File: src/pkg/door_safety_pkg.sv
// Constants, types and register map of the door safety sensor response block
package door_safety_pkg;
  // ----------------------------------------------------------------
  // Clock and timing
  // ----------------------------------------------------------------
  localparam int CLK_MHZ = 200;
  localparam int TEST_PERIOD_US = 1000;
  localparam int TEST_LOW_US = 10;
  localparam int TEST_PERIOD_CYCLES = TEST_PERIOD_US * CLK_MHZ;
  localparam int TEST_LOW_CYCLES = TEST_LOW_US * CLK_MHZ;
  localparam int TEST_SETTLE_CYCLES = 4;
  localparam int TEST_CNT_W = 18;
  // ----------------------------------------------------------------
  // Register map
  // ----------------------------------------------------------------
  localparam logic [7:0] ADDR_CTRL = 8'h00;
  localparam logic [7:0] ADDR_RANGE = 8'h04;
  localparam logic [7:0] ADDR_LIMIT = 8'h08;
  localparam logic [7:0] ADDR_STATUS = 8'h0C;
  localparam logic [31:0] CTRL_RESET = 32'h0000_0000;
  localparam logic [31:0] RANGE_RESET = 32'hFFFF_FFFF;
  localparam logic [31:0] LIMIT_RESET = 32'hFFFF_FFFF;
  localparam int CTRL_TYPE_LSB = 0;
  localparam int CTRL_ORDER_LSB = 2;
  localparam int STAT_TORQUE = 0;
  localparam int STAT_SPEED = 1;
  localparam int STAT_SENSOR = 2;
  localparam int STAT_BLOCK = 3;
  localparam int STAT_STATE_LSB = 8;
  localparam int STAT_LEVEL = 16;
  // ----------------------------------------------------------------
  // Encodings
  // ----------------------------------------------------------------
  localparam logic [1:0] SENSOR_DYN = 2'h0;
  localparam logic [1:0] SENSOR_CURTAIN = 2'h1;
  localparam logic [1:0] SENSOR_EDGE = 2'h2;
  localparam logic [1:0] ORDER_RAMP = 2'h0;
  localparam logic [1:0] ORDER_STOP_DEEN = 2'h1;
  localparam logic [1:0] ORDER_DEEN = 2'h2;
  localparam logic [1:0] ORDER_CONTINUE = 2'h3;
  localparam logic [3:0] CMD_STOP_BLOCK = 4'h8;
  // Door position in millimetres, zero at the closed position
  localparam int POS_MM_PER_CM = 10;
  localparam int EDGE_REVERSE_CM = 20;
  localparam int OPEN_BAND_CM = 2;
  localparam logic [15:0] EDGE_REVERSE_MM = 16'(EDGE_REVERSE_CM * POS_MM_PER_CM);
  localparam logic [16:0] OPEN_BAND_MM = 17'(OPEN_BAND_CM * POS_MM_PER_CM);
  typedef enum logic [1:0] {
    MODE_LEARN = 2'h0,
    MODE_INITIAL = 2'h1,
    MODE_NORMAL = 2'h2,
    MODE_SPECIAL = 2'h3
  } sys_mode_t;
  typedef enum logic [6:0] {
    ST_IDLE = 7'h01,
    ST_RAMP = 7'h02,
    ST_STOP_DEEN = 7'h04,
    ST_DEEN = 7'h08,
    ST_REV_CURTAIN = 7'h10,
    ST_REV_EDGE = 7'h20,
    ST_ERROR = 7'h40
  } react_state_t;
endpackage

File: src/door_safety_sensor_response.sv
// Safety sensor reaction, test pulse supervision, command blocking and APB registers
//
// Contract
// - Light curtain input high is clear, low is interrupted; reaction depends on mode.
// - In learn run, curtain or edge trip cancels learning and de-energizes drive.
// - Initial and special mode: curtain trip during close order ramps to stop.
// - Normal mode: curtain trip during close order reverses the door.
// - Order after obstruction while curtain reversing is chosen by a parameter.
// - Positioning: curtain trip ramps to stop; edge trip ramps, then de-energizes.
// - Edge input high is clear and healthy, low is interrupted or defective.
// - Initial mode: edge trip during any order ramps to stop then de-energizes.
// - Normal mode: edge trip during any order reverses the door twenty centimetres.
// - Obstruction during edge reversal stops the drive and then de-energizes it.
// - With input one set to edge, the test output is driven automatically.
// - Input one sensor function is chosen by a configuration parameter.
// - Edge reactions are limited to a configurable range before closed position.
// - Edge signal is ignored within two centimetres before the open position.
// - Only one sensor function may be assigned to input one at once.
// - Command value eight stops and blocks all further door commands, service too.
// - Torque above configured maximum is detected and gives an error response.
// - Speed above configured maximum is detected and gives an error response.
// - Test pulse detects an edge input stuck high; an open or low input reads as a trip.
// - Outside normal operation, sensor signals are forced to their resting values.
//
// The address map and register access over APB were chosen for this implementation.
`timescale 1ns/100ps
`default_nettype none
module door_safety_sensor_response #(
  parameter int TEST_PERIOD = door_safety_pkg::TEST_PERIOD_CYCLES
) (
  input wire logic sys_clk,
  input wire logic nrst,
  input wire logic psel,
  input wire logic penable,
  input wire logic pwrite,
  input wire logic [7:0] paddr,
  input wire logic [31:0] pwdata,
  output logic [31:0] prdata,
  output logic pready,
  output logic pslverr,
  input wire logic sensorPin,
  input wire logic opState,
  input wire door_safety_pkg::sys_mode_t systemMode,
  input wire logic positioning,
  input wire logic closeOrder,
  input wire logic openOrder,
  input wire logic obstruction,
  input wire logic standstill,
  input wire logic [15:0] doorPos,
  input wire logic [15:0] torque,
  input wire logic [15:0] speed,
  input wire logic [3:0] cmdIn,
  input wire logic cmdInValid,
  input wire logic [3:0] serviceCmd,
  input wire logic serviceCmdValid,
  output logic [3:0] cmdOut,
  output logic cmdOutValid,
  output logic cmdBlocked,
  output logic sensorTestOut,
  output logic rampStop,
  output logic deenergize,
  output logic reverseOrder,
  output logic learnCancel,
  output logic errorResponse
);
  import door_safety_pkg::*;

  // ----------------------------------------------------------------
  // Input synchroniser
  // ----------------------------------------------------------------
  logic pinSync1;
  logic pinSync2;

  always_ff @(posedge sys_clk) begin
    if (!nrst) begin
      pinSync1 <= 1'b1;
      pinSync2 <= 1'b1;
    end else begin
      pinSync1 <= sensorPin;
      pinSync2 <= pinSync1;
    end
  end

  // ----------------------------------------------------------------
  // Registers
  // ----------------------------------------------------------------
  logic [31:0] ctrlReg;
  logic [31:0] rangeReg;
  logic [31:0] limitReg;
  logic torqueFault;
  logic speedFault;
  logic sensorFault;
  logic [31:0] next_ctrlReg;
  logic [31:0] next_rangeReg;
  logic [31:0] next_limitReg;
  logic next_torqueFault;
  logic next_speedFault;
  logic next_sensorFault;
  logic next_cmdBlocked;
  logic [31:0] next_prdata;
  logic next_pready;
  logic next_pslverr;
  logic [1:0] sensorType;
  logic [1:0] revObstOrder;
  logic [15:0] reactionRange;
  logic [15:0] openPos;
  logic [15:0] maxTorque;
  logic [15:0] maxSpeed;
  logic setupPhase;
  logic wrStrobe;
  logic torqueOver;
  logic speedOver;
  logic testFail;
  logic blockSet;
  react_state_t state;

  assign sensorType = ctrlReg[CTRL_TYPE_LSB +: 2];
  assign revObstOrder = ctrlReg[CTRL_ORDER_LSB +: 2];
  assign reactionRange = rangeReg[15:0];
  assign openPos = rangeReg[31:16];
  assign maxTorque = limitReg[15:0];
  assign maxSpeed = limitReg[31:16];
  assign setupPhase = psel && !penable;
  assign wrStrobe = psel && penable && pwrite && pready;
  assign torqueOver = torque > maxTorque;
  assign speedOver = speed > maxSpeed;
  assign blockSet = (cmdInValid && cmdIn == CMD_STOP_BLOCK) ||
                    (serviceCmdValid && serviceCmd == CMD_STOP_BLOCK);

  always_comb begin
    next_ctrlReg = ctrlReg;
    next_rangeReg = rangeReg;
    next_limitReg = limitReg;
    next_torqueFault = torqueFault;
    next_speedFault = speedFault;
    next_sensorFault = sensorFault;
    next_cmdBlocked = cmdBlocked;
    next_prdata = prdata;
    next_pready = setupPhase;
    next_pslverr = 1'b0;
    if (setupPhase) begin
      next_pslverr = !(paddr == ADDR_CTRL || paddr == ADDR_RANGE ||
                       paddr == ADDR_LIMIT || paddr == ADDR_STATUS);
      unique case (paddr)
        ADDR_CTRL: next_prdata = {28'h0000000, ctrlReg[3:0]};
        ADDR_RANGE: next_prdata = rangeReg;
        ADDR_LIMIT: next_prdata = limitReg;
        ADDR_STATUS: begin
          next_prdata = 32'h0000_0000;
          next_prdata[STAT_TORQUE] = torqueFault;
          next_prdata[STAT_SPEED] = speedFault;
          next_prdata[STAT_SENSOR] = sensorFault;
          next_prdata[STAT_BLOCK] = cmdBlocked;
          next_prdata[STAT_STATE_LSB +: 7] = state;
          next_prdata[STAT_LEVEL] = pinSync2;
        end
        default: next_prdata = 32'h0000_0000;
      endcase
    end
    if (wrStrobe) begin
      unique case (paddr)
        ADDR_CTRL: next_ctrlReg = {28'h0000000, pwdata[3:0]};
        ADDR_RANGE: next_rangeReg = pwdata;
        ADDR_LIMIT: next_limitReg = pwdata;
        ADDR_STATUS: begin
          if (pwdata[STAT_TORQUE]) next_torqueFault = 1'b0;
          if (pwdata[STAT_SPEED]) next_speedFault = 1'b0;
          if (pwdata[STAT_SENSOR]) next_sensorFault = 1'b0;
          if (pwdata[STAT_BLOCK]) next_cmdBlocked = 1'b0;
        end
        default: next_ctrlReg = ctrlReg;
      endcase
    end
    // Events win over a clear in the same cycle
    if (torqueOver) next_torqueFault = 1'b1;
    if (speedOver) next_speedFault = 1'b1;
    if (testFail) next_sensorFault = 1'b1;
    if (blockSet) next_cmdBlocked = 1'b1;
  end

  always_ff @(posedge sys_clk) begin
    if (!nrst) begin
      ctrlReg <= CTRL_RESET;
      rangeReg <= RANGE_RESET;
      limitReg <= LIMIT_RESET;
      torqueFault <= 1'b0;
      speedFault <= 1'b0;
      sensorFault <= 1'b0;
      cmdBlocked <= 1'b0;
      prdata <= 32'h0000_0000;
      pready <= 1'b0;
      pslverr <= 1'b0;
    end else begin
      ctrlReg <= next_ctrlReg;
      rangeReg <= next_rangeReg;
      limitReg <= next_limitReg;
      torqueFault <= next_torqueFault;
      speedFault <= next_speedFault;
      sensorFault <= next_sensorFault;
      cmdBlocked <= next_cmdBlocked;
      prdata <= next_prdata;
      pready <= next_pready;
      pslverr <= next_pslverr;
    end
  end

  // ----------------------------------------------------------------
  // Sensor test pulse and trip qualification
  // ----------------------------------------------------------------
  logic [TEST_CNT_W-1:0] testCnt;
  logic [TEST_CNT_W-1:0] next_testCnt;
  logic next_sensorTestOut;
  logic testMask;
  logic sensorLevel;
  logic curtainTrip;
  logic edgeTrip;
  logic edgeOpenBand;
  logic edgeInRange;
  logic edgeSel;

  assign edgeSel = sensorType == SENSOR_EDGE;
  assign testMask = edgeSel &&
    (testCnt >= TEST_CNT_W'(TEST_PERIOD - TEST_LOW_CYCLES) ||
     testCnt < TEST_CNT_W'(TEST_SETTLE_CYCLES));
  assign testFail = edgeSel && opState && pinSync2 &&
    testCnt == TEST_CNT_W'(TEST_PERIOD - 1);
  // Resting level outside operation and during test pulses
  assign sensorLevel = (opState && !testMask) ? pinSync2 : 1'b1;
  assign edgeOpenBand = ({1'b0, doorPos} + OPEN_BAND_MM) >= {1'b0, openPos};
  assign edgeInRange = doorPos <= reactionRange;
  assign curtainTrip = sensorType == SENSOR_CURTAIN && !sensorLevel;
  // A defective edge acts like a tripped one
  assign edgeTrip = edgeSel && (!sensorLevel || sensorFault) &&
                    edgeInRange && !edgeOpenBand;

  always_comb begin
    next_testCnt = '0;
    next_sensorTestOut = 1'b1;
    if (edgeSel) begin
      next_testCnt = (testCnt == TEST_CNT_W'(TEST_PERIOD - 1)) ? '0 : testCnt + 1'b1;
      next_sensorTestOut =
        next_testCnt < TEST_CNT_W'(TEST_PERIOD - TEST_LOW_CYCLES);
    end
  end

  always_ff @(posedge sys_clk) begin
    if (!nrst) begin
      testCnt <= '0;
      sensorTestOut <= 1'b1;
    end else begin
      testCnt <= next_testCnt;
      sensorTestOut <= next_sensorTestOut;
    end
  end

  // ----------------------------------------------------------------
  // Door command gate
  // ----------------------------------------------------------------
  logic [3:0] next_cmdOut;
  logic next_cmdOutValid;

  always_comb begin
    next_cmdOut = cmdOut;
    next_cmdOutValid = 1'b0;
    if (!cmdBlocked) begin
      if (cmdInValid) begin
        next_cmdOut = cmdIn;
        next_cmdOutValid = 1'b1;
      end else if (serviceCmdValid) begin
        next_cmdOut = serviceCmd;
        next_cmdOutValid = 1'b1;
      end
    end
  end

  always_ff @(posedge sys_clk) begin
    if (!nrst) begin
      cmdOut <= 4'h0;
      cmdOutValid <= 1'b0;
    end else begin
      cmdOut <= next_cmdOut;
      cmdOutValid <= next_cmdOutValid;
    end
  end

  // ----------------------------------------------------------------
  // Reaction state machine
  // ----------------------------------------------------------------
  react_state_t next_state;
  logic [15:0] revStart;
  logic [15:0] next_revStart;
  logic [15:0] revTravel;
  logic anyOrder;
  logic overload;

  assign anyOrder = closeOrder || openOrder;
  assign overload = torqueOver || speedOver || torqueFault || speedFault;
  assign revTravel = (doorPos >= revStart) ? doorPos - revStart : revStart - doorPos;

  always_comb begin
    next_state = state;
    next_revStart = revStart;
    if (overload) begin
      next_state = ST_ERROR;
    end else begin
      unique case (state)
        ST_IDLE: begin
          unique case (systemMode)
            MODE_LEARN: if (curtainTrip || edgeTrip) next_state = ST_DEEN;
            MODE_INITIAL: begin
              if (edgeTrip && anyOrder) next_state = ST_STOP_DEEN;
              else if (curtainTrip && closeOrder) next_state = ST_RAMP;
            end
            MODE_NORMAL: begin
              if (positioning) begin
                if (edgeTrip) next_state = ST_STOP_DEEN;
                else if (curtainTrip) next_state = ST_RAMP;
              end else if (edgeTrip && anyOrder) begin
                next_state = ST_REV_EDGE;
                next_revStart = doorPos;
              end else if (curtainTrip && closeOrder) begin
                next_state = ST_REV_CURTAIN;
              end
            end
            MODE_SPECIAL: if (curtainTrip && closeOrder) next_state = ST_RAMP;
          endcase
        end
        ST_RAMP: if (standstill && sensorLevel) next_state = ST_IDLE;
        ST_STOP_DEEN: if (standstill) next_state = ST_DEEN;
        ST_DEEN: if (!anyOrder) next_state = ST_IDLE;
        ST_REV_CURTAIN: begin
          if (obstruction) begin
            unique case (revObstOrder)
              ORDER_RAMP: next_state = ST_RAMP;
              ORDER_STOP_DEEN: next_state = ST_STOP_DEEN;
              ORDER_DEEN: next_state = ST_DEEN;
              ORDER_CONTINUE: next_state = ST_IDLE;
            endcase
          end else if (!closeOrder) begin
            next_state = ST_IDLE;
          end
        end
        ST_REV_EDGE: begin
          if (obstruction) next_state = ST_STOP_DEEN;
          else if (revTravel >= EDGE_REVERSE_MM) next_state = ST_RAMP;
        end
        ST_ERROR: next_state = ST_DEEN;
        default: next_state = ST_IDLE;
      endcase
    end
  end

  always_ff @(posedge sys_clk) begin
    if (!nrst) begin
      state <= ST_IDLE;
      revStart <= 16'h0000;
      rampStop <= 1'b0;
      deenergize <= 1'b0;
      reverseOrder <= 1'b0;
      learnCancel <= 1'b0;
      errorResponse <= 1'b0;
    end else begin
      state <= next_state;
      revStart <= next_revStart;
      rampStop <= next_state == ST_RAMP || next_state == ST_STOP_DEEN;
      deenergize <= next_state == ST_DEEN || next_state == ST_ERROR;
      reverseOrder <= next_state == ST_REV_CURTAIN || next_state == ST_REV_EDGE;
      learnCancel <= next_state == ST_DEEN && systemMode == MODE_LEARN;
      errorResponse <= next_state == ST_ERROR;
    end
  end
endmodule
`default_nettype wire

File: config.mk
export PLATFORM = sky130hd
export DESIGN_NAME = door_safety_sensor_response
export DESIGN_NICKNAME = d
export VERILOG_FILES = /design/src/pkg/door_safety_pkg.sv /design/src/door_safety_sensor_response.sv
export SDC_FILE = /design/constraint.sdc
export NUM_CORES = 1
export LEC_CHECK = 0
export ABC_AREA = 1
export BUFFER_PORTS_ARGS = -buffer_cell sky130_fd_sc_hd__buf_2
export CAP_MARGIN = 20
export CORE_MARGIN = 8
export CORE_UTILIZATION = 41
export CTS_CLUSTER_DIAMETER = 120
export DETAILED_ROUTE_END_ITERATION = 10
export GPL_TIMING_DRIVEN = 1
export PLACE_DENSITY_LB_ADDON = 0.2
export SYNTH_ARGS = -nofsm -noshare
export SYNTH_HDL_FRONTEND = slang
export SYNTH_SLANG_ARGS = --single-unit
File: constraint.sdc
create_clock -name sys_clk -period 10.2 [get_ports sys_clk]
set_input_delay 2.04 -clock sys_clk [delete_from_list [all_inputs] [get_ports sys_clk]]
set_output_delay 2.04 -clock sys_clk [all_outputs]
set_load 0.01 [all_outputs]
==> results.txt <==
- The flow ran to the end, and the final reports show no timing, DRC or antenna violations.
* Routed WL: 33.1 mm
* Worst-case hold slack: 422 ps
* Aggregate global routing overflow: 0
* Main combinational cell family by area after synthesis: simple AND/OR/NAND/NOR gates
* FMAX: 202 MHz
- The number of gates resized after CTS was 0.
- Yosys mapped a number of flops with a built-in enable equal to 0.
* Hold path depth: 1
- Summed over all cells, the static leakage comes to 6.37 nW.
- Dominant register cell in the synthesized netlist: dfxtp_1
- After detailed routing, the wire length on met1 is 15.3 mm.
- Final worst slack: 5250 ps
- After synthesis the netlist holds a flip-flop and latch count of 160.
- Wire length of the first global-routing pass: 53.2 mm
- For the pin with the worst max-slew slack, the measured transition is 1050 ps.
- Top cells by area, synth: dfxtp_1 30%, nand2_1 16%, ha_1 11%
- Fin. max-slew vios: 0
- Post-Synthesis Mean Instance Area: 6.61 um^2
- The later pin in the worst-skew pair is clocked with a latency of 440 ps.
* Via-per-instance ratio: 5.11
- Crit path arrival time: 5310 ps
- In the finished design, the share of the clock period the worst path needs comes to 48.5%.
* Max-slew headroom at the worst pin: 29.1%
* Share of flip-flops with an asynchronous set or reset after synthesis: 0%
- The count of nets left with antenna violations once routing finished came out at 0.
- Total I/O pin count: 158
- Dividing the detail-routed wire length by the instance count gives 15.8 um.
* Minimum clock period: 4950 ps
* Die Y-Extent: 178 um
- Area growth from synthesis to layout: 15.8%
* Yosys warning count: 0
- Compound-gate portion of the synthesized area: 16.3%
* CTS HTree Levels: 4
* TNS Setup: 0 ps
* Net total in the final layout: 1963
* Post-DP HPWL: 26.0 mm
- The mapped netlist covers 10700 um^2.
- Data on the critical path is required at its endpoint by 10550 ps.
* Via Count: 10736
- Row count: 59
- After Yosys synthesis, full adders, half adders and majority gates account for 11.8% of the synthesized area.
- The number of nets handed over by synthesis was 1832.
- DRC viols: 0
- Summed over all instances, the cell type with the most area after synthesis is dfxtp_1.
- VDD IR max: 0.0000986 V
- The number of clock buffers added by TritonCTS is 17.
- For the worst flop-to-flop path, the logic depth is 20.
- The worst setup path is launched from a primary input.
- TritonCTS clock tree: built
- The number of endpoints with negative hold slack in the final report is 0.
- Number of placed instances with taps included: 2066
* Maximum capacitance violations: 0
- In this run the register-to-register setup slack is 7130 ps.
- After detailed routing, the met2 layer carries 15.0 mm of wire.
- Number of antenna violations at the first check in global routing: 3
* Maximum number of pins on one net before global-route repair: 88
* Die X-Extent: 178 um
* Fraction of synthesized cell area in xor and xnor cells: 2.04%
- Post-Place Worst Slack: 4340 ps
- Count of clock tree sinks: 160
- Unique cell type count in the Yosys netlist: 47
- Layout cells sized above 1: 13.3%
- In this run the standard cell core region covers 25800 um^2.
- For hold timing, the worst endpoint is pinSync2$_SDFF_PN1_.
- Root buffer selected by CTS: clkbuf_16
- Skew final: 22.0 ps
* Total Power Consumption: 1.48 mW
* Detailed-router iteration count before antenna repair: 5
- In the global route stage, overall resource usage came out at 21.0%.
* Max FO, Critical Path: 30
- The share of the Yosys chip area taken by registers is 29.9%.
- Number of global-route vias before repair: 10331
* Sequential standard cell area: 3200 um^2
- The repair_antennas step left the layout with diodes totalling 0.
- Cells after Synth: 1620
- The clock passes through at most 2 buffers.
- For this configuration, the core starts out at a cell density of 41.5%.
- Critical Path End Type: flip-flop
- The library cell used most frequently in the layout, excluding fill and tap cells, is nand2_1.
- Die area: 31600 um^2
* Number of port buffers: 157
- After synthesis, the share of cell area in mux cells is 0%.
* CTS Hold Buffers Added: 0
- The filler cells instantiated in the layout total 2683.
- GP Congestion: 0.909
- The tightest min-delay check is of the flip-flop to flip-flop type.
- Of the total synthesized cell area, the portion taken by AND, OR, NAND and NOR gates is 28.6%.
- Worst R2R End: reverseOrder$_SDFF_PN0_
* Proportion of netlist area held by the largest area contributor: 29.9%
- Setup repair after global routing left no endpoint under its margin.
- Reg-to-Reg Start: revStart[0]$_SDFFE_PN0P_
- Cell Count, Final, Fillers Out: 2099
- The setup path with the least slack is of type primary input to flip-flop.
* Top Layer Used: met5
- Total of endpoints with negative setup slack in the final report: 0
- In this run, the number of DRC markers left after iteration 0 of detailed routing was 675.
- Power density cells: 119 nW/um^2
- Commonest cells after routing, fill and taps aside: 449 x nand2_1, 255 x inv_1, 160 x dfxtp_1
* Post-CTS setup buffer count: 0
- Worst Min Path Start: pinSync1$_SDFF_PN1_
- Wire length on met3: 2.06 mm
- Clock input transition at the sequential cells of the worst setup and hold paths: 80 ps
- Area of the multi-input gates: 6310 um^2
-- Yosys cell counts, types with 9 or more instances --
| master | count |
|---|---|
| a21oi_1 | 111 |
| buf_2 | 9 |
| clkbuf_1 | 42 |
| dfxtp_1 | 160 |
| ha_1 | 98 |
| inv_1 | 256 |
| nand2_1 | 449 |
| nand3_1 | 65 |
| nand4_1 | 24 |
| nor2_1 | 123 |
| nor3_1 | 19 |
| nor4_1 | 16 |
| o211ai_1 | 64 |
| o21ai_0 | 53 |
| o22ai_1 | 27 |
| xor2_1 | 23 |
-- worst max-delay path, cell delays in order --
cell and delay (ps):
buf_2 130, inv_1 100, o21ai_0 300, nand3_1 180, inv_1 120, nand2_1 60
nor2_1 190, nand2_1 90, xor2_1 140, inv_1 60, ha_1 260, nand2_1 80
nor2_1 50, nand4_1 90, nand2_1 60, nor2_1 110, nand2_1 80, nor2_2 150
nand3_2 130, inv_2 90, nand3_1 100, nor2_2 210, buf_8 220, o21ai_0 100
a21oi_1 170
-- metrics by stage --
step / cell area (um^2) / util (%)
floorplan: 10700 / -
global placement: 11800 / 45.6
detailed placement: 11800 / 45.6
CTS: 12400 / 48.0
global route: 12400 / 48.0
finish: 12400 / 48.0
-- cells by family (layout without fill, tap and decap cells) --
family          count (synthesis)  in the layout
fa+ha+maj                     100            100
compound gates                289            289
buf+inv                       317            461
simple gates                  729            729
xor+xnor                       25             25
flops                         160            160
-- power breakdown --
group / internal (mW) / switching [mW]
logic: 0.0606 / 0.116
clock network: 0.339 / 0.332
registers: 0.629 / 0.00506
-- sequential cells by signal, indices dropped and copies added, names as in the netlist, 4 cells and up --
signal    cells
state         7
rangeReg     32
limitReg     32
testCnt      18
prdata       32
ctrlReg       4
cmdOut        4
revStart     16
-- per-layer routing --
metal | track usage (%) | vias to the layer above
met5 | 0 | -
met4 | 6.25 | 6
met3 | 5.02 | 41
met2 | 33.2 | 302
met1 | 28.0 | 4865
li1 | - | 5522
-- final cells by class --
class	count	area share [%]
multi-input cells	1143	50.9
flip-flops and latches	160	25.8
inverters	263	7.96
repair buffers	166	6.94
clock buffers	17	3.43
well taps	335	3.38
clock inverters	15	1.60
-- worst max path at each step --
stage                     depth (start not counted)       start                         to
after floorplan                                  24  doorPos[2]   revStart[1]$_SDFFE_PN0P_
after global placement                           23  doorPos[2]  revStart[10]$_SDFFE_PN0P_
after detailed placement                         23  doorPos[2]   revStart[6]$_SDFFE_PN0P_
after CTS                                        23  doorPos[2]   revStart[0]$_SDFFE_PN0P_
after global routing                             25  doorPos[2]  revStart[13]$_SDFFE_PN0P_
final                                            25  doorPos[2]   revStart[6]$_SDFFE_PN0P_
No activity file was read; power rests on OpenSTA's default activity.
